<file path="config.mk">
export PLATFORM = sky130hd
export DESIGN_NAME = ust_tx_core
export DESIGN_NICKNAME = d
export VERILOG_FILES = /design/src/ust_pkg.sv /design/src/ust_edge_if.sv /design/src/ust_clk_sampler.sv /design/src/ust_tx_core.sv
export SDC_FILE = /design/constraint.sdc
export NUM_CORES = 1
export LEC_CHECK = 0
export BUFFER_PORTS_ARGS = -buffer_cell sky130_fd_sc_hd__buf_2
export CAP_MARGIN = 20
export CORE_ASPECT_RATIO = 0.75
export CORE_MARGIN = 1.5
export CORE_UTILIZATION = 48
export DETAILED_ROUTE_END_ITERATION = 10
export GPL_ROUTABILITY_DRIVEN = 0
export PLACE_DENSITY = 0.76
export SYNTH_ARGS = -nofsm -noshare
export SYNTH_HDL_FRONTEND = slang
export SYNTH_SLANG_ARGS = --single-unit
</file>
<file path="constraint.sdc">
create_clock -name clk_i -period 1.95 [get_ports clk_i]
set_input_delay 0.0975 -clock clk_i [delete_from_list [all_inputs] [get_ports clk_i]]
set_output_delay 0.0975 -clock clk_i [all_outputs]
set_load 0.01 [all_outputs]
</file>
<file path="src/ust_pkg.sv">
// Constants for the synchronous-slave transmit block: register map, fields, reset values.
// Assumes a 32-bit classic Wishbone slave port with byte addresses on adr_i.

package ust_pkg;
   // Register byte addresses
   localparam logic [7:0] OFS_TX_STATUS = 8'h00;
   localparam logic [7:0] OFS_RX_STATUS = 8'h04;
   localparam logic [7:0] OFS_BAUD_CTRL = 8'h08;
   localparam logic [7:0] OFS_TX_HOLD   = 8'h0C;
   localparam logic [7:0] OFS_PER_FLAGS = 8'h10;
   localparam logic [7:0] OFS_PER_ENAB  = 8'h14;
   localparam logic [7:0] OFS_INT_CTRL  = 8'h18;

   // Transmit status and control fields
   localparam int TXS_CLOCK_SOURCE = 7;
   localparam int TXS_NINE_BIT     = 6;
   localparam int TXS_TX_ENABLE    = 5;
   localparam int TXS_SYNC         = 4;
   localparam int TXS_SHIFT_EMPTY  = 1;
   localparam int TXS_NINTH_VALUE  = 0;
   // Receive status and control fields
   localparam int RXS_PORT_ENABLE  = 7;
   // Baud control fields
   localparam int BDC_DATA_INVERT  = 5;
   localparam int BDC_CLOCK_INVERT = 4;
   // Peripheral flag and enable position of the transmit event
   localparam int PER_TX_BIT       = 4;
   // Interrupt control fields
   localparam int INT_GLOBAL       = 7;
   localparam int INT_PERIPH       = 6;

   // Reset values
   localparam logic [7:0] RST_TX_STATUS = 8'h00;
   localparam logic [7:0] RST_RX_STATUS = 8'h00;
   localparam logic [7:0] RST_BAUD_CTRL = 8'h00;
   localparam logic [7:0] RST_PER_ENAB  = 8'h00;
   localparam logic [7:0] RST_INT_CTRL  = 8'h00;

   // Word lengths
   localparam logic [3:0] BITS_SHORT = 4'h8;
   localparam logic [3:0] BITS_LONG  = 4'h9;
endpackage

</file>
<file path="src/ust_edge_if.sv">
// Interface between the shift clock sampler and the transmit core.
// Assumes both ends run on the core clock.
`timescale 1ns/1ps
interface ust_edge_if;
   logic invert;      // Clock polarity select, from core
   logic active_edge; // One-cycle pulse per shift clock cycle
   modport sampler (input invert, output active_edge);
   modport core    (output invert, input active_edge);
endinterface // ust_edge_if

</file>
<file path="src/ust_clk_sampler.sv">
// Samples the external shift clock pin and marks each active edge.
// Assumes the pin is asynchronous to clk_i and much slower than it.
`timescale 1ns/1ps
module ust_clk_sampler (
   // Clock and reset
   input  wire logic clk_i,
   input  wire logic rst_i,
   // Pin
   input  wire logic shift_clock_pin_i,
   // Core side
   ust_edge_if.sampler edge_if
);
   logic sync1_reg;
   logic sync2_reg;
   logic level_prev_reg;
   logic level;

   // Polarity applied after the synchroniser
   assign level = sync2_reg ^ edge_if.invert;

   // Two-stage synchroniser, then previous level for edge finding
   always_ff @(posedge clk_i) begin
      if (rst_i) begin
         sync1_reg      <= 1'b0;
         sync2_reg      <= 1'b0;
         level_prev_reg <= 1'b0;
      end else begin
         sync1_reg      <= shift_clock_pin_i;
         sync2_reg      <= sync1_reg;
         level_prev_reg <= level;
      end
   end

   // Rising edge of the polarity-corrected clock advances the shifter
   assign edge_if.active_edge = level & ~level_prev_reg;

   edge_single_a: assert property (@(posedge clk_i) disable iff (rst_i)
      edge_if.active_edge |=> !edge_if.active_edge)
      else $error("active edge lasted more than one cycle");
endmodule // ust_clk_sampler

</file>
<file path="src/ust_tx_core.sv">
// Synchronous-slave transmitter: Wishbone registers, holding register, shift register.
// Assumes the far master drives the shift clock and a Wishbone master drives the bus.
`timescale 1ns/1ps
module ust_tx_core (
   // Clock and reset
   input  wire logic        clk_i,
   input  wire logic        rst_i,
   // Wishbone slave
   input  wire logic        cyc_i,
   input  wire logic        stb_i,
   input  wire logic        we_i,
   input  wire logic [7:0]  adr_i,
   input  wire logic [3:0]  sel_i,
   input  wire logic [31:0] dat_i,
   output logic      [31:0] dat_o,
   output logic             ack_o,
   // Core power state
   input  wire logic        sleep_i,
   output logic             wake_o,
   output logic             irq_vector_o,
   // Pins
   input  wire logic        shift_clock_pin_i,
   input  wire logic        serial_data_pin_i,
   output logic             serial_data_pin_o,
   output logic             serial_data_pin_oe_o
);

   ////////////////////////////////////////////////////////////////////////////
   // Shift clock sampling
   ust_edge_if edge_if ();

   ust_clk_sampler u_sampler (
      .clk_i             (clk_i),
      .rst_i             (rst_i),
      .shift_clock_pin_i (shift_clock_pin_i),
      .edge_if           (edge_if)
   );

   ////////////////////////////////////////////////////////////////////////////
   // Register state
   logic [7:0] tx_status_reg;
   logic [7:0] rx_status_reg;
   logic [7:0] baud_ctrl_reg;
   logic [7:0] per_enab_reg;
   logic [7:0] int_ctrl_reg;
   logic [8:0] hold_reg;
   logic       hold_full_reg;
   logic [8:0] shift_reg;
   logic [3:0] bits_left_reg;
   logic       busy_reg;
   logic       ack_reg;
   logic [31:0] rdata_reg;
   logic       data_out_reg;
   logic       data_oe_reg;
   logic       wake_reg;
   logic       vector_reg;

   // Data pin input is not used while transmitting
   logic       unused_data_in;
   assign unused_data_in = serial_data_pin_i;

   ////////////////////////////////////////////////////////////////////////////
   // Bus decode
   function automatic logic hit(input logic [7:0] adr, input logic [7:0] ofs);
      hit = (adr == ofs);
   endfunction

   wire bus_req   = cyc_i & stb_i & ~ack_reg;
   // Writes commit at the edge where the master samples ack, while the request still stands
   wire bus_wr    = cyc_i & stb_i & ack_reg & we_i;
   wire wr_lane0  = bus_wr & sel_i[0];
   wire wr_txs    = wr_lane0 & hit(adr_i, ust_pkg::OFS_TX_STATUS);
   wire wr_rxs    = wr_lane0 & hit(adr_i, ust_pkg::OFS_RX_STATUS);
   wire wr_baud   = wr_lane0 & hit(adr_i, ust_pkg::OFS_BAUD_CTRL);
   wire wr_hold   = wr_lane0 & hit(adr_i, ust_pkg::OFS_TX_HOLD);
   wire wr_pen    = wr_lane0 & hit(adr_i, ust_pkg::OFS_PER_ENAB);
   wire wr_int    = wr_lane0 & hit(adr_i, ust_pkg::OFS_INT_CTRL);

   ////////////////////////////////////////////////////////////////////////////
   // Mode and control decode
   wire slave_mode  = ~tx_status_reg[ust_pkg::TXS_CLOCK_SOURCE];
   wire sync_mode   = tx_status_reg[ust_pkg::TXS_SYNC];
   wire port_on     = rx_status_reg[ust_pkg::RXS_PORT_ENABLE];
   wire tx_enable   = tx_status_reg[ust_pkg::TXS_TX_ENABLE];
   wire nine_bit    = tx_status_reg[ust_pkg::TXS_NINE_BIT];
   wire ninth_value = tx_status_reg[ust_pkg::TXS_NINTH_VALUE];
   wire data_invert = baud_ctrl_reg[ust_pkg::BDC_DATA_INVERT];
   // Sleep is deliberately absent: the external clock keeps the shifter going
   wire tx_run      = slave_mode & sync_mode & port_on & tx_enable;
   assign edge_if.invert = baud_ctrl_reg[ust_pkg::BDC_CLOCK_INVERT];

   ////////////////////////////////////////////////////////////////////////////
   // Transfer decision
   wire shift_edge = tx_run & busy_reg & edge_if.active_edge;
   wire last_edge  = shift_edge & (bits_left_reg == 4'h1);
   // Holding word moves at once when the shifter is idle or just finished
   wire xfer       = tx_run & hold_full_reg & (~busy_reg | last_edge);
   wire [3:0] word_bits = nine_bit ? ust_pkg::BITS_LONG : ust_pkg::BITS_SHORT;

   // Holding register occupancy; a write in the transfer cycle refills it
   wire hold_full_next = wr_hold ? 1'b1 : (xfer ? 1'b0 : hold_full_reg);

   // Flag reads set whenever the holding register is empty
   wire tx_flag   = ~hold_full_reg;
   wire tx_irq_en = per_enab_reg[ust_pkg::PER_TX_BIT];
   wire glob_en   = int_ctrl_reg[ust_pkg::INT_GLOBAL] & int_ctrl_reg[ust_pkg::INT_PERIPH];

   ////////////////////////////////////////////////////////////////////////////
   // Read mux
   wire [7:0] txs_view = {tx_status_reg[7:2], ~busy_reg, tx_status_reg[0]};
   wire [7:0] flags_view = 8'(tx_flag) << ust_pkg::PER_TX_BIT;
   wire [7:0] rd_byte =
      hit(adr_i, ust_pkg::OFS_TX_STATUS) ? txs_view        :
      hit(adr_i, ust_pkg::OFS_RX_STATUS) ? rx_status_reg   :
      hit(adr_i, ust_pkg::OFS_BAUD_CTRL) ? baud_ctrl_reg   :
      hit(adr_i, ust_pkg::OFS_TX_HOLD)   ? hold_reg[7:0]   :
      hit(adr_i, ust_pkg::OFS_PER_FLAGS) ? flags_view      :
      hit(adr_i, ust_pkg::OFS_PER_ENAB)  ? per_enab_reg    :
      hit(adr_i, ust_pkg::OFS_INT_CTRL)  ? int_ctrl_reg    : 8'h00;

   ////////////////////////////////////////////////////////////////////////////
   // Bus answer: one wait state, unmapped addresses read zero
   always_ff @(posedge clk_i) begin
      if (rst_i) begin
         ack_reg   <= 1'b0;
         rdata_reg <= 32'h0000_0000;
      end else begin
         ack_reg   <= bus_req;
         rdata_reg <= {24'h00_0000, rd_byte};
      end
   end

   assign ack_o = ack_reg;
   assign dat_o = rdata_reg;

   ////////////////////////////////////////////////////////////////////////////
   // Control registers; shift-empty bit is hardware state, not stored
   always_ff @(posedge clk_i) begin
      if (rst_i) begin
         tx_status_reg <= ust_pkg::RST_TX_STATUS;
         rx_status_reg <= ust_pkg::RST_RX_STATUS;
         baud_ctrl_reg <= ust_pkg::RST_BAUD_CTRL;
         per_enab_reg  <= ust_pkg::RST_PER_ENAB;
         int_ctrl_reg  <= ust_pkg::RST_INT_CTRL;
      end else begin
         if (wr_txs)  tx_status_reg <= {dat_i[7:2], 1'b0, dat_i[0]};
         if (wr_rxs)  rx_status_reg <= dat_i[7:0];
         if (wr_baud) baud_ctrl_reg <= dat_i[7:0];
         if (wr_pen)  per_enab_reg  <= dat_i[7:0];
         if (wr_int)  int_ctrl_reg  <= dat_i[7:0];
      end
   end

   ////////////////////////////////////////////////////////////////////////////
   // Holding register; ninth bit captured with the word at write time
   always_ff @(posedge clk_i) begin
      if (rst_i) begin
         hold_reg      <= 9'h000;
         hold_full_reg <= 1'b0;
      end else begin
         if (wr_hold) hold_reg <= {ninth_value, dat_i[7:0]};
         hold_full_reg <= hold_full_next;
      end
   end

   ////////////////////////////////////////////////////////////////////////////
   // Shift register: LSB presented at load, one bit per active edge
   always_ff @(posedge clk_i) begin
      if (rst_i) begin
         shift_reg     <= 9'h1FF;
         bits_left_reg <= 4'h0;
         busy_reg      <= 1'b0;
      end else if (!tx_run) begin
         // Dropping any enable abandons the word in flight
         busy_reg      <= 1'b0;
         bits_left_reg <= 4'h0;
      end else if (xfer) begin
         shift_reg     <= hold_reg;
         bits_left_reg <= word_bits;
         busy_reg      <= 1'b1;
      end else if (last_edge) begin
         busy_reg      <= 1'b0;
         bits_left_reg <= 4'h0;
      end else if (shift_edge) begin
         shift_reg     <= {1'b1, shift_reg[8:1]};
         bits_left_reg <= bits_left_reg - 4'h1;
      end
   end

   ////////////////////////////////////////////////////////////////////////////
   // Data pin: idle high, polarity applied at the pin
   wire pin_bit = busy_reg ? shift_reg[0] : 1'b1;

   always_ff @(posedge clk_i) begin
      if (rst_i) begin
         data_out_reg <= 1'b1;
         data_oe_reg  <= 1'b0;
      end else begin
         data_out_reg <= pin_bit ^ data_invert;
         data_oe_reg  <= tx_run;
      end
   end

   assign serial_data_pin_o    = data_out_reg;
   assign serial_data_pin_oe_o = data_oe_reg;

   ////////////////////////////////////////////////////////////////////////////
   // Wake and vector requests to the core
   always_ff @(posedge clk_i) begin
      if (rst_i) begin
         wake_reg   <= 1'b0;
         vector_reg <= 1'b0;
      end else begin
         wake_reg   <= tx_flag & tx_irq_en;
         vector_reg <= tx_flag & tx_irq_en & glob_en;
      end
   end

   assign wake_o       = wake_reg;
   assign irq_vector_o = vector_reg;

   ////////////////////////////////////////////////////////////////////////////
   // Checks
   master_idle_a: assert property (@(posedge clk_i) disable iff (rst_i)
      tx_status_reg[ust_pkg::TXS_CLOCK_SOURCE] |=> !busy_reg)
      else $error("shifter active with clock source select set");

   load_at_once_a: assert property (@(posedge clk_i) disable iff (rst_i)
      (tx_run && hold_full_reg && !busy_reg && !wr_hold) |=> busy_reg && !hold_full_reg)
      else $error("idle shifter did not take the held word");

   // Watches the read data itself; it was captured one cycle before ack is seen
   flag_clear_a: assert property (@(posedge clk_i) disable iff (rst_i)
      (ack_o && adr_i == ust_pkg::OFS_PER_FLAGS && $past(hold_full_reg))
         |-> !dat_o[ust_pkg::PER_TX_BIT])
      else $error("transmit flag read as set while holding register full");

   reload_flag_a: assert property (@(posedge clk_i) disable iff (rst_i)
      (last_edge && hold_full_reg && !wr_hold) |=> busy_reg && tx_flag
         && bits_left_reg == word_bits)
      else $error("held word not moved after last bit");

   wake_req_a: assert property (@(posedge clk_i) disable iff (rst_i)
      (tx_flag && tx_irq_en) ##1 (tx_flag && tx_irq_en) |-> wake_o)
      else $error("flag with enable did not wake");

   sleep_shift_a: assert property (@(posedge clk_i) disable iff (rst_i)
      (sleep_i && shift_edge && !last_edge) |=> bits_left_reg == $past(bits_left_reg) - 4'h1)
      else $error("shifting stalled in sleep");

   // Polarity must hold across the registered pin stage, or a write would trip it
   idle_level_a: assert property (@(posedge clk_i) disable iff (rst_i)
      (!busy_reg ##1 $stable(data_invert)) |-> serial_data_pin_o == !data_invert)
      else $error("idle data pin level wrong for polarity");

   nine_len_a: assert property (@(posedge clk_i) disable iff (rst_i)
      (xfer && nine_bit) |=> bits_left_reg == 4'h9)
      else $error("nine-bit word loaded with wrong length");

   start_on_write_a: assert property (@(posedge clk_i) disable iff (rst_i)
      (tx_run && !busy_reg && !hold_full_reg && wr_hold) |=> ##1 busy_reg)
      else $error("write to holding register did not start transmission");

   lsb_first_a: assert property (@(posedge clk_i) disable iff (rst_i)
      (shift_edge && !last_edge && !xfer) |=> shift_reg[0] == $past(shift_reg[1]))
      else $error("shift order is not LSB first");
endmodule // ust_tx_core

</file>
# ---- After elaboration in Yosys (flattened, before gate mapping)
# Index checks and enable logic that the tools add are counted.
dict set report totals {
  in_bits 52
  reg_bits 103
  elab_cells 87
}
dict set report op_classes {
  eq_ne 8
  addsub 1
  n_mux 19
  n_reduce_logical 7
  n_bitwise 32
}
# op count
set ops {}
lappend ops {{$mux 8} 7}
lappend ops {{$mux 9} 3}
lappend ops {{$eq 8x5->1 const B} 3}
lappend ops {{$and 1x1->1} 23}
lappend ops {{$eq 8x4->1 const B} 2}
lappend ops {{$mux 4} 3}
lappend ops {{$eq 8x3->1 const B} 1}
lappend ops {{$logic_not 8->1} 1}
lappend ops {{$mux 1} 6}
lappend ops {{$not 1->1} 6}
lappend ops {{$reduce_bool 2->1} 3}
lappend ops {{$eq 4x1->1 const B} 1}
lappend ops {{$sub 4x1->4 const B} 1}
lappend ops {{$reduce_and 3->1} 1}
lappend ops {{$reduce_bool 3->1} 1}
lappend ops {{$ne 2x1->1 const B} 1}
lappend ops {{$reduce_or 2->1} 1}
lappend ops {{$xor 1x1->1} 2}
lappend ops {{$or 1x1->1} 1}

# ---- Longest topological paths before layout
# Gate-level depths: netlist (run 1).
dict set report logic_depth {
  word_depth 11
  ltp_mapped 7
}

# ---- Cells and area by module
# A second synthesis (run 1) with hierarchy kept.
dict set report unflattened {
  hier_cells 414
  hier_area_um2 3802.4
}
# mod cells_per_inst area_each_um2 instances
set by_module_without_submodules {}
lappend by_module_without_submodules {ust_tx_core 406 3713.6 1}
lappend by_module_without_submodules {ust_clk_sampler 8 88.8 1}

# ---- Worst setup path before layout (run 1)
# Ideal clock, no wire load.
dict set report synth_path {
  path_type {reg-to-reg}
  from {reg bits_left_reg[0]}
  to {reg shift_reg[1]}
  path_buffers 1
  path_slack_ps 141
  t_required_ps 1800
  arrival_time_ps 1659
  stages_incl_launch_ff 7
  setup_ps 150
  path_cell_list {dfxtp_1 > ha_1 > or3b_1 > o31a_1 > buf_2 > o21ai_0 > a32oi_1}
}
dict set report synth_via {
  elab_chain_len 6
  elab_cells_between_ends 8
  cone_classes {eq/ne (2); mux (1); bitwise (3); reduce/logical (2)}
}
# item line_no
set synth_lines {}
lappend synth_lines {{from (decl)} ust_tx_core.sv:49} ;# logic [3:0] bits_left_reg;
lappend synth_lines {{from (signal assigned)} ust_tx_core.sv:179} ;# bits_left_reg <= word_bits;
lappend synth_lines {{from (signal assigned)} ust_tx_core.sv:186} ;# bits_left_reg <= bits_left_reg - 4'h1;
lappend synth_lines {{$eq 4x1->1 *} ust_tx_core.sv:95} ;# wire last_edge = shift_edge & (bits_left_reg == 4'h1);
lappend synth_lines {{$and 1x1->1 *} ust_tx_core.sv:95}
lappend synth_lines {{$or 1x1->1} ust_tx_core.sv:97} ;# wire xfer = tx_run & hold_full_reg & (~busy_reg | last_edge);
lappend synth_lines {{$and 1x1->1} ust_tx_core.sv:97}
lappend synth_lines {{$ne 2x1->1 (no line) or $reduce_bool 2->1 (tied branches)} -}
lappend synth_lines {{$reduce_and 3->1 (no line)} -}
lappend synth_lines {{to (signal assigned)} ust_tx_core.sv:178} ;# shift_reg <= hold_reg;
lappend synth_lines {{to (signal assigned)} ust_tx_core.sv:185} ;# shift_reg <= {1'b1, shift_reg[8:1]};
lappend synth_lines {{to (decl)} ust_tx_core.sv:48} ;# logic [8:0] shift_reg;
# Mark *: on every way between the ends. The rest lies on a longest branch, timed or not.
# A chain may end at the register's enable or synchronous reset.

# ---- Final worst setup path (run 1)
dict set report layout_path {
  from {reg bits_left_reg[1]}
  to {reg shift_reg[3]}
}
# The elaborated chain is that of the path after synthesis.

==> results.toml, run 1 <==
[timing]
tns_ns = 0
worstMarginPinSlew_ns = 0.5575
hold_viol = 0
final.period_utilization_pct = 96.75
max_freq_mhz = 530.1
clock_skew_ns = 0.008515
max-slew-margin-rel_pct = 62.57
fin_crit_ns = 1.887
fin_hold_ws_ns = 0.06769
finalMaxSlewViolations = 0
setup_violations = 0
rsz0062_at_grt = "true"

[floorplanning]
core_area_um2 = 7432
start_util_pct = 50.15
io_pins = 89
rows = 27
fp.dieH_um = 79.32
fp.dieW_um = 104.8
dieArea_um2 = 8309

[cts]
clock_path_buffers = 2
h-tree-depth = 3
clk_pin_slew_ns = 0.08
cts_made_buffers = 9
clkSinkCount = 79
cts-root-buf = "clkbuf_8"
insertion_delay_ns = 0.35
cts_tree = "yes"

[placement]
io_buffers = 35
hpwl_mm = 6.252
dp_cells = 528
post_dp_cell_area_um2 = 3951

[critical_path]
reg2reg_slack_ns = 0.06
crit_family = "compound AO/OA/AOI/OAI gates"
arrival_ns = 2.10
crit_fanout = 6
path_cells = "inv_1 -> ha_1 -> or3b_4 -> o31a_1 -> o21ai_0 -> a32oi_1"
critPathMaxStageDelay_ns = 0.43
end_kind = "register"
cp_slowest_cell = "or3b_4"
path_buf_inv = 1
worstPathRequired_ns = 2.16
path_class = "register to register"
worstSetupStartpointType = "register"

[synthesis]
seq_area_frac_synth_pct = 42.43
synthesis.area_um2 = 3727
yosysWarnings = 0
ys_ff_latch = 79
synth_top_area_share_pct = 42.43
ys_async_sr_fraction_pct = 0
ys_top_cells_by_area = "dfxtp_1, mux2i_1, nor2_1, buf_4, o21ai_0"
synthFlopType = "dfxtp_1"
synth.distinct_cells = 46
synth_edf_count = 0
synth.avg_cell_area_um2 = 9.226
synth_cells = 404
synth_commonest_cells = "dfxtp_1, nor2_1, mux2i_1"
synth_top_area_cell = "dfxtp_1"
synth.most_common_cell = "dfxtp_1"

[power]
powerDensity_nw_per_um2 = 730.4
power_leakage_nw = 1.970
p_clk_share_pct = 41.6
p_int_w = 0.002367
p_comb_share_pct = 5.8
switchingPower_w = 0.0007125
netSwitchingFraction_pct = 23.13
irDropWorstVdd_mv = 0.4106
seqPwrFrac_pct = 52.6

[cells_and_area]
final_nets = 497
fin_cells = 549
drive_above_1_share_pct = 17.19
syn_to_final_growth_pct = 13.13
stdcell_area_um2 = 4217
n_antenna_cell = 0
final_util_pct = 56.73

[hold_path]
min_path_type = "primary input to register"

[global_route]
grt_pass1_vias = 2747
grt_max_degree = 68
gr-usage-all-layers_pct = 22.47
grt_overflow_total = 0
grt_antenna_before_repair = 0
grt_pass1_wl_mm = 14.39

[drt]
detail-route-antenna-nets = 0
drt-total-wl_mm = 9.116
first_pass_iters = 5
vias = 3170
wire_per_inst_um = 16.60
drt_iter0_markers = 296
drc = 0
via_per_inst = 5.774

[status]
status = "complete, no violations"

[run]
max_cap_viol_count = 0
==> what timing repair did <==
item                                    CTS  global route
cloned                                    1             0
hold buffers                              3             0
endpoints found under the hold margin     2             0
gates resized for setup                   1             7
buffers inserted                          0             1
endpoints found under the setup margin    7            11
pin swaps                                 1             3
==> cells by family after synthesis <==
kind of cell               synth area share (%)
AOI/OAI and AO/OA                         16.95
xor gates and xnor gates                 0.4700
adders and majority gates                0.6713
buffers and inverters                     8.962
DFF                                       42.43
muxes                                     11.82
other                                    0.1006
and+or+nand+nor                           18.60
==> path summary, 6_finish.rpt <==
kind                                                  endpoint                           start  cells past startpoint
worst min register to register  u_sampler.sync2_reg$_SDFF_PP0_  u_sampler.sync1_reg$_SDFF_PP0_                      1
worst max-delay path                 shift_reg[3]$_SDFFE_PP1P_   bits_left_reg[1]$_SDFFE_PP0P_                      6
worst max register to register       shift_reg[3]$_SDFFE_PP1P_   bits_left_reg[1]$_SDFFE_PP0P_                      6
worst min-delay path                  hold_reg[0]$_SDFFE_PP0P_                        dat_i[0]                      3
==> layout by cell type, fill, tap and decap left out, types with 3 or more instances in the layout <==
cell type      Yosys  routed
dfxtp_1           79      79
nor2_1            54      54
mux2i_1           44      44
buf_2              6      35
conb_1             1      24
o21ai_0           27      22
a21oi_1           22      22
inv_1             14      14
a22oi_1           14      14
buf_4             24      14
clkbuf_8           0      12
nand3_1           11      11
nand4_1           11      11
a32oi_1            8       8
o22ai_1            7       7
o2bb2ai_1          7       7
nand2_1            5       5
o21ai_1            0       5
nor2b_1            5       5
and3_1             4       4
nor3_1             5       4
nand4_2            3       3
a21o_1             3       3
dlygate4sd3_1      0       3
==> power groups by stage <==
stage          logic, W  clock network (W)  registers, W
2_1_floorplan  0.000131                  0       0.00166
6_report       0.000179            0.00128       0.00162
4_1_cts        0.000176            0.00129       0.00162
3_5_place_dp   0.000170                  0       0.00166
5_1_grt        0.000192            0.00139       0.00162
3_3_place_gp   0.000168                  0       0.00166
==> per-layer routing <==
metal,GRT usage (%),vias to the layer above,part of all wire (%)
met2,32.35,139,43
li1,-,1494,-
met1,32.05,1523,47
met3,6.240,14,8.6
met5,0,-,0
met4,7.671,0,1.5
==> stage by stage <==
step	power (W)	worst slack (ns)
floorplan	0.001786	0.1408
global placement	0.001826	0.03955
detailed placement	0.001828	-0.03719
CTS	0.003085	0.01707
global route	0.003198	-0.002793
finish	0.003080	0.06339
==> worst register-to-register path: stages, from the launching register on <==
cell and delay, ns:
dfxtp_1 0.33, inv_1 0.09, ha_1 0.19, or3b_4 0.43
o31a_1 0.39, o21ai_0 0.20, a32oi_1 0.12
==> cell type report <==
cell class                      instances  area [um2]
Timing Repair Buffer                   53       330.3
Clock buffer                           14       172.7
Clock inverter                          2       37.54
Tap cell                              101       126.4
Sequential cell                        79        1582
Multi-Input combinational cell        286        1916
Inverter                               14       52.55
Fill cell                             660        3216
Power figures use the tool's default switching activity.
==> run 2, diff against run 1 <==
--- a/config.mk
+++ b/config.mk
@@ -5,6 +5,7 @@
 export SDC_FILE = /design/constraint.sdc
 export NUM_CORES = 1
 export LEC_CHECK = 0
+export ABC_AREA = 1
 export BUFFER_PORTS_ARGS = -buffer_cell sky130_fd_sc_hd__buf_2
 export CAP_MARGIN = 20
 export CORE_ASPECT_RATIO = 0.75
==> results.toml, run 2 <==
[status]
status = "complete, no violations"

[cells_and_area]
final_nets = 591
final_cell_mix = "dfxtp_1, nand2_1, nand3_1, a21oi_1, inv_1"
stdcell_area_um2 = 4128
final_common_cell = "dfxtp_1"
drive_above_1_share_pct = 17.90
syn_to_final_growth_pct = 11.30
fin_cells = 643
n_antenna_cell = 0

[critical_path]
cp_slowest_cell = "nor3b_1"
path_cells = "inv_1 -> ha_1 -> nor3b_1 -> nand4_2 -> nand2_2 -> nand2_2 -> o21ai_1 -> nand3_1"
crit_top_cell = "nand2_2"
crit_fanout = 14
worstPathRequired_ns = 2.18
path_class = "register to register"
worstSetupStartpointType = "register"
end_kind = "register"
arrival_ns = 2.06
critPathMaxStageDelay_ns = 0.34

[synthesis]
ys_ff_latch = 79
ys_async_sr_fraction_pct = 0
synth.most_common_cell = "dfxtp_1"
synth_top_area_cell = "dfxtp_1"
synth_cells = 496
synthesis.area_um2 = 3709
synth.avg_cell_area_um2 = 7.477
yosysWarnings = 0
synth.distinct_cells = 35
ys_top_cells_by_area = "dfxtp_1, nand3_1, nand2_1, a21oi_1, buf_4"
synth_commonest_cells = "dfxtp_1, nand2_1, nand3_1"
synth_top_area_share_pct = 42.65
seq_area_frac_synth_pct = 42.65
synthFlopType = "dfxtp_1"
synth_edf_count = 0

[global_route]
grt_antenna_before_repair = 0
gr-usage-all-layers_pct = 23.26
grt_max_degree = 44
grt_overflow_total = 0
grt_pass1_wl_mm = 15.01
grt_pass1_vias = 3117

[placement]
hpwl_mm = 6.350
place_ws_ns = 0.2002
io_buffers = 35
dp_cells = 624
post_dp_cell_area_um2 = 3895

[drt]
detail-route-antenna-nets = 0
drt-total-wl_mm = 8.985
drt_iter0_markers = 323
vias = 3392
drc = 0
first_pass_iters = 5
via_per_inst = 5.275
wire_per_inst_um = 13.97

[power]
powerDensity_nw_per_um2 = 722.6
power_leakage_nw = 1.721
irDropWorstVdd_mv = 0.3523
netSwitchingFraction_pct = 23.75
p_int_w = 0.002274
p_comb_share_pct = 5.1
p_clk_share_pct = 40.7
switchingPower_w = 0.0007085
seqPwrFrac_pct = 54.2

[cts]
clock_path_buffers = 2
h-tree-depth = 3
cts_setup_buffers = 0
clkSinkCount = 79
cts-root-buf = "clkbuf_8"
clk_pin_slew_ns = 0.08
cts_tree = "yes"
insertion_delay_ns = 0.36
cts_made_buffers = 9

[timing]
clock_skew_ns = 0.007342
fin_hold_ws_ns = 0.02539
finalMaxSlewViolations = 0
fin_crit_ns = 1.834
max_freq_mhz = 545.4
hold_viol = 0
setup_violations = 0
worstMarginPinSlew_ns = 0.5010
final.period_utilization_pct = 94.03
tns_ns = 0
max-slew-margin-rel_pct = 66.51
setup_ws_ns = 0.1164

[floorplanning]
fp.dieW_um = 104.5
io_pins = 89
rows = 27
dieArea_um2 = 8268
fp.dieH_um = 79.12
core_area_um2 = 7398
start_util_pct = 50.13

[run]
max_cap_viol_count = 0

[hold_path]
min_path_type = "primary input to register"
==> run 2: final timing paths <==
path / startpoint / end / slack, ns / cells after the start
max: bits_left_reg[1]$_SDFFE_PP0P_ / shift_reg[8]$_SDFFE_PP1P_ / 0.12 / 8
min: dat_i[0] / int_ctrl_reg[0]$_SDFFE_PP0P_ / 0.03 / 3
max reg2reg: bits_left_reg[1]$_SDFFE_PP0P_ / shift_reg[8]$_SDFFE_PP1P_ / 0.12 / 8
min reg2reg: u_sampler.sync1_reg$_SDFF_PP0_ / u_sampler.sync2_reg$_SDFF_PP0_ / 0.40 / 2
==> run 2: logic make-up (layout without fill, tap and decap cells) <==
kind of cell | after synthesis | in the layout | synth area share, %
AOI/OAI and AO/OA | 109 | 109 | 16.33
adders and majority gates | 2 | 2 | 0.6747
buffers and inverters | 96 | 119 | 13.23
and+or+nand+nor | 209 | 209 | 27.03
other | 1 | 24 | 0.1011
DFF | 79 | 79 | 42.65
==> run 2: critical path: cells and delay by family, from the launching register on <==
family / cells / cell delay [ns]
DFF: 1 / 0.33
AOI/OAI and AO/OA: 1 / 0.18
buffers and inverters: 1 / 0.08
adders and majority gates: 1 / 0.14
and+or+nand+nor: 5 / 0.97
==> run 2: power groups by stage <==
| stage | logic (W) | registers, W | clock network [W] |
|---|---|---|---|
| 6_report | 0.000153 | 0.00162 | 0.00121 |
| 5_1_grt | 0.000167 | 0.00162 | 0.00131 |
| 3_3_place_gp | 0.000142 | 0.00166 | 0 |
| 3_5_place_dp | 0.000143 | 0.00166 | 0 |
| 4_1_cts | 0.000148 | 0.00162 | 0.00123 |
| 2_1_floorplan | 0.000122 | 0.00166 | 0 |
==> run 2: final cells by class <==
cell class	count	area, um2
Timing Repair Buffer	50	295.3
Inverter	53	198.9
Clock inverter	6	60.06
Fill cell	709	3271
Tap cell	101	126.4
Sequential cell	79	1582
Multi-Input combinational cell	344	1728
Clock buffer	10	137.6
==> run 2: per-layer routing <==
layer  wire [um]  global-route usage [%]  vias up  part of all wire [%]
met1        4151                   32.20     1562                    46
li1            -                       -     1684                     -
met2        3934                   35.46      139                    44
met5           0                       0        -                     0
met3         832                   7.143        7                   9.3
met4          65                   5.278        0                  0.72
==> run 2: repair_timing <==
item,4_1_cts,5_1_grt
setup endpoints to repair,0,9
hold buffers,3,0
gates resized for setup,0,1
hold endpoints to repair,2,0
==> run 2: metrics by stage <==
step           total power (W)  utilization [%]
2_1_floorplan         0.001777                -
3_3_place_gp          0.001797            52.65
3_5_place_dp          0.001799            52.65
4_1_cts               0.002998            55.72
5_1_grt               0.003094            55.79
6_report              0.002983            55.79
==> run 3, diff against run 2 <==
--- a/config.mk
+++ b/config.mk
@@ -14,6 +14,8 @@
 export DETAILED_ROUTE_END_ITERATION = 10
 export GPL_ROUTABILITY_DRIVEN = 0
 export PLACE_DENSITY = 0.76
+export RECOVER_POWER = 50
+export SKIP_CTS_REPAIR_TIMING = 1
 export SYNTH_ARGS = -nofsm -noshare
 export SYNTH_HDL_FRONTEND = slang
 export SYNTH_SLANG_ARGS = --single-unit
==> results.toml, run 3 (same netlist as run 2, synthesis figures left out) <==
[status]
status = "finished with violations"
failed_checks = "negative hold slack"

[hold_path]
min_to = "ack_o$_SDFF_PP0_"
min_path_type = "primary input to register"
min_path_cells = 3
hp-start = "stb_i"

[cts]
cts_tree = "yes"
insertion_delay_ns = 0.36
clkSinkCount = 79
cts-root-buf = "clkbuf_8"
clock_path_buffers = 2
h-tree-depth = 3
cts_made_buffers = 9
clk_pin_slew_ns = 0.08

[power]
power_leakage_nw = 1.651
powerDensity_nw_per_um2 = 731.6
power.total_w = 0.002978
irDropWorstVdd_mv = 0.3533

[drt]
first_pass_iters = 5
drt_iter0_markers = 313
vias = 3398
via_per_inst = 5.301
drt-total-wl_mm = 9.007
detail-route-antenna-nets = 0
wire_per_inst_um = 14.05
drc = 0

[timing]
finalMaxSlewViolations = 0
final.period_utilization_pct = 94.15
worstMarginPinSlew_ns = 0.8508
max-slew-margin-rel_pct = 43.28
fin_hold_ws_ns = -0.01377
clock_skew_ns = 0.007198
max_freq_mhz = 544.7
hold_viol = 1
setup_violations = 0
fin_crit_ns = 1.836

[floorplanning]
dieArea_um2 = 8268
start_util_pct = 50.13
fp.dieH_um = 79.12
rows = 27
io_pins = 89
core_area_um2 = 7398
fp.dieW_um = 104.5

[global_route]
grt_max_degree = 44
grt_pass1_vias = 3090
grt_pass1_wl_mm = 14.90
grt_antenna_before_repair = 0
gr-usage-all-layers_pct = 23.10
grt_overflow_total = 0

[critical_path]
worstRegToRegCells = 8
crit_fanout = 14
worstPathRequired_ns = 2.18
reg2reg_slack_ns = 0.11
end_kind = "register"
r2r_end = "shift_reg[8]$_SDFFE_PP1P_"
rr_startpoint = "bits_left_reg[1]$_SDFFE_PP0P_"
cp-startpoint = "bits_left_reg[1]$_SDFFE_PP0P_"
worstSetupStartpointType = "register"
path_class = "register to register"
arrival_ns = 2.06

[placement]
io_buffers = 35
post_dp_cell_area_um2 = 3895
hpwl_mm = 6.350

[cells_and_area]
final_common_cell = "dfxtp_1"
stdcell_area_um2 = 4070
syn_to_final_growth_pct = 9.750
drive_above_1_share_pct = 13.89
final_util_pct = 55.01
final_nets = 589
n_antenna_cell = 0
final_cell_mix = "dfxtp_1, nand2_1, nand3_1, a21oi_1"

[run]
max_cap_viol_count = 0
run 3: changes by cell type in the layout (fill, tap and decap cells not counted), sizes merged:
cell	previous run	this run
buf	47	31
clkbuf	10	26
dlygate4sd3	3	1
run 3: worst max path at each step:
stage | end | slack, ns | cells past startpoint
global placement | shift_reg[8]$_SDFFE_PP1P_ | 0.26 | 8
finish | shift_reg[8]$_SDFFE_PP1P_ | 0.11 | 8
floorplan | shift_reg[8]$_SDFFE_PP1P_ | 0.34 | 9
detailed placement | shift_reg[8]$_SDFFE_PP1P_ | 0.20 | 8
global route | shift_reg[8]$_SDFFE_PP1P_ | -0.06 | 8
CTS | shift_reg[8]$_SDFFE_PP1P_ | 0.18 | 8
run 3: per-layer routing:
layer / vias up / share of wire [%] / track usage (%)
met5: - / 0 / 0
met4: 0 / 0.99 / 5.278
met3: 10 / 8.9 / 7.143
met2: 142 / 43 / 35.00
met1: 1566 / 47 / 32.10
li1: 1680 / - / -
run 3: power breakdown:
part	leakage [nW]	switching [W]	internal, W
sequential	0.637	0.00000222	0.00162
combinational	0.915	0.000110	0.0000358
clock	0.0981	0.000596	0.000619
run 3: area by class of cell:
class	instances	area, um2
Fill cell	730	3328
Tap cell	101	126.4
Clock inverter	6	60.06
Sequential cell	79	1582
Multi-Input combinational cell	344	1715
Timing Repair Buffer	48	250.2
Inverter	53	198.9
Clock buffer	10	137.6
run 3: per-stage QoR:
stage                     TNS, ns  cells  worst slack (ns)
after floorplan                 0    519            0.3395
after global placement          0    624            0.2607
after detailed placement        0    624            0.2002
after CTS                       0    640            0.1786
after global routing      -0.1652    641          -0.06072
final                           0    641            0.1140
run 3: critical path: stages, from the launching register on:
cell and delay (ns):
dfxtp_1 0.33, inv_1 0.08, ha_1 0.13, nor3b_1 0.34, nand4_2 0.22, nand2_2 0.15, nand2_2 0.19, o21ai_1 0.18
nand3_1 0.08
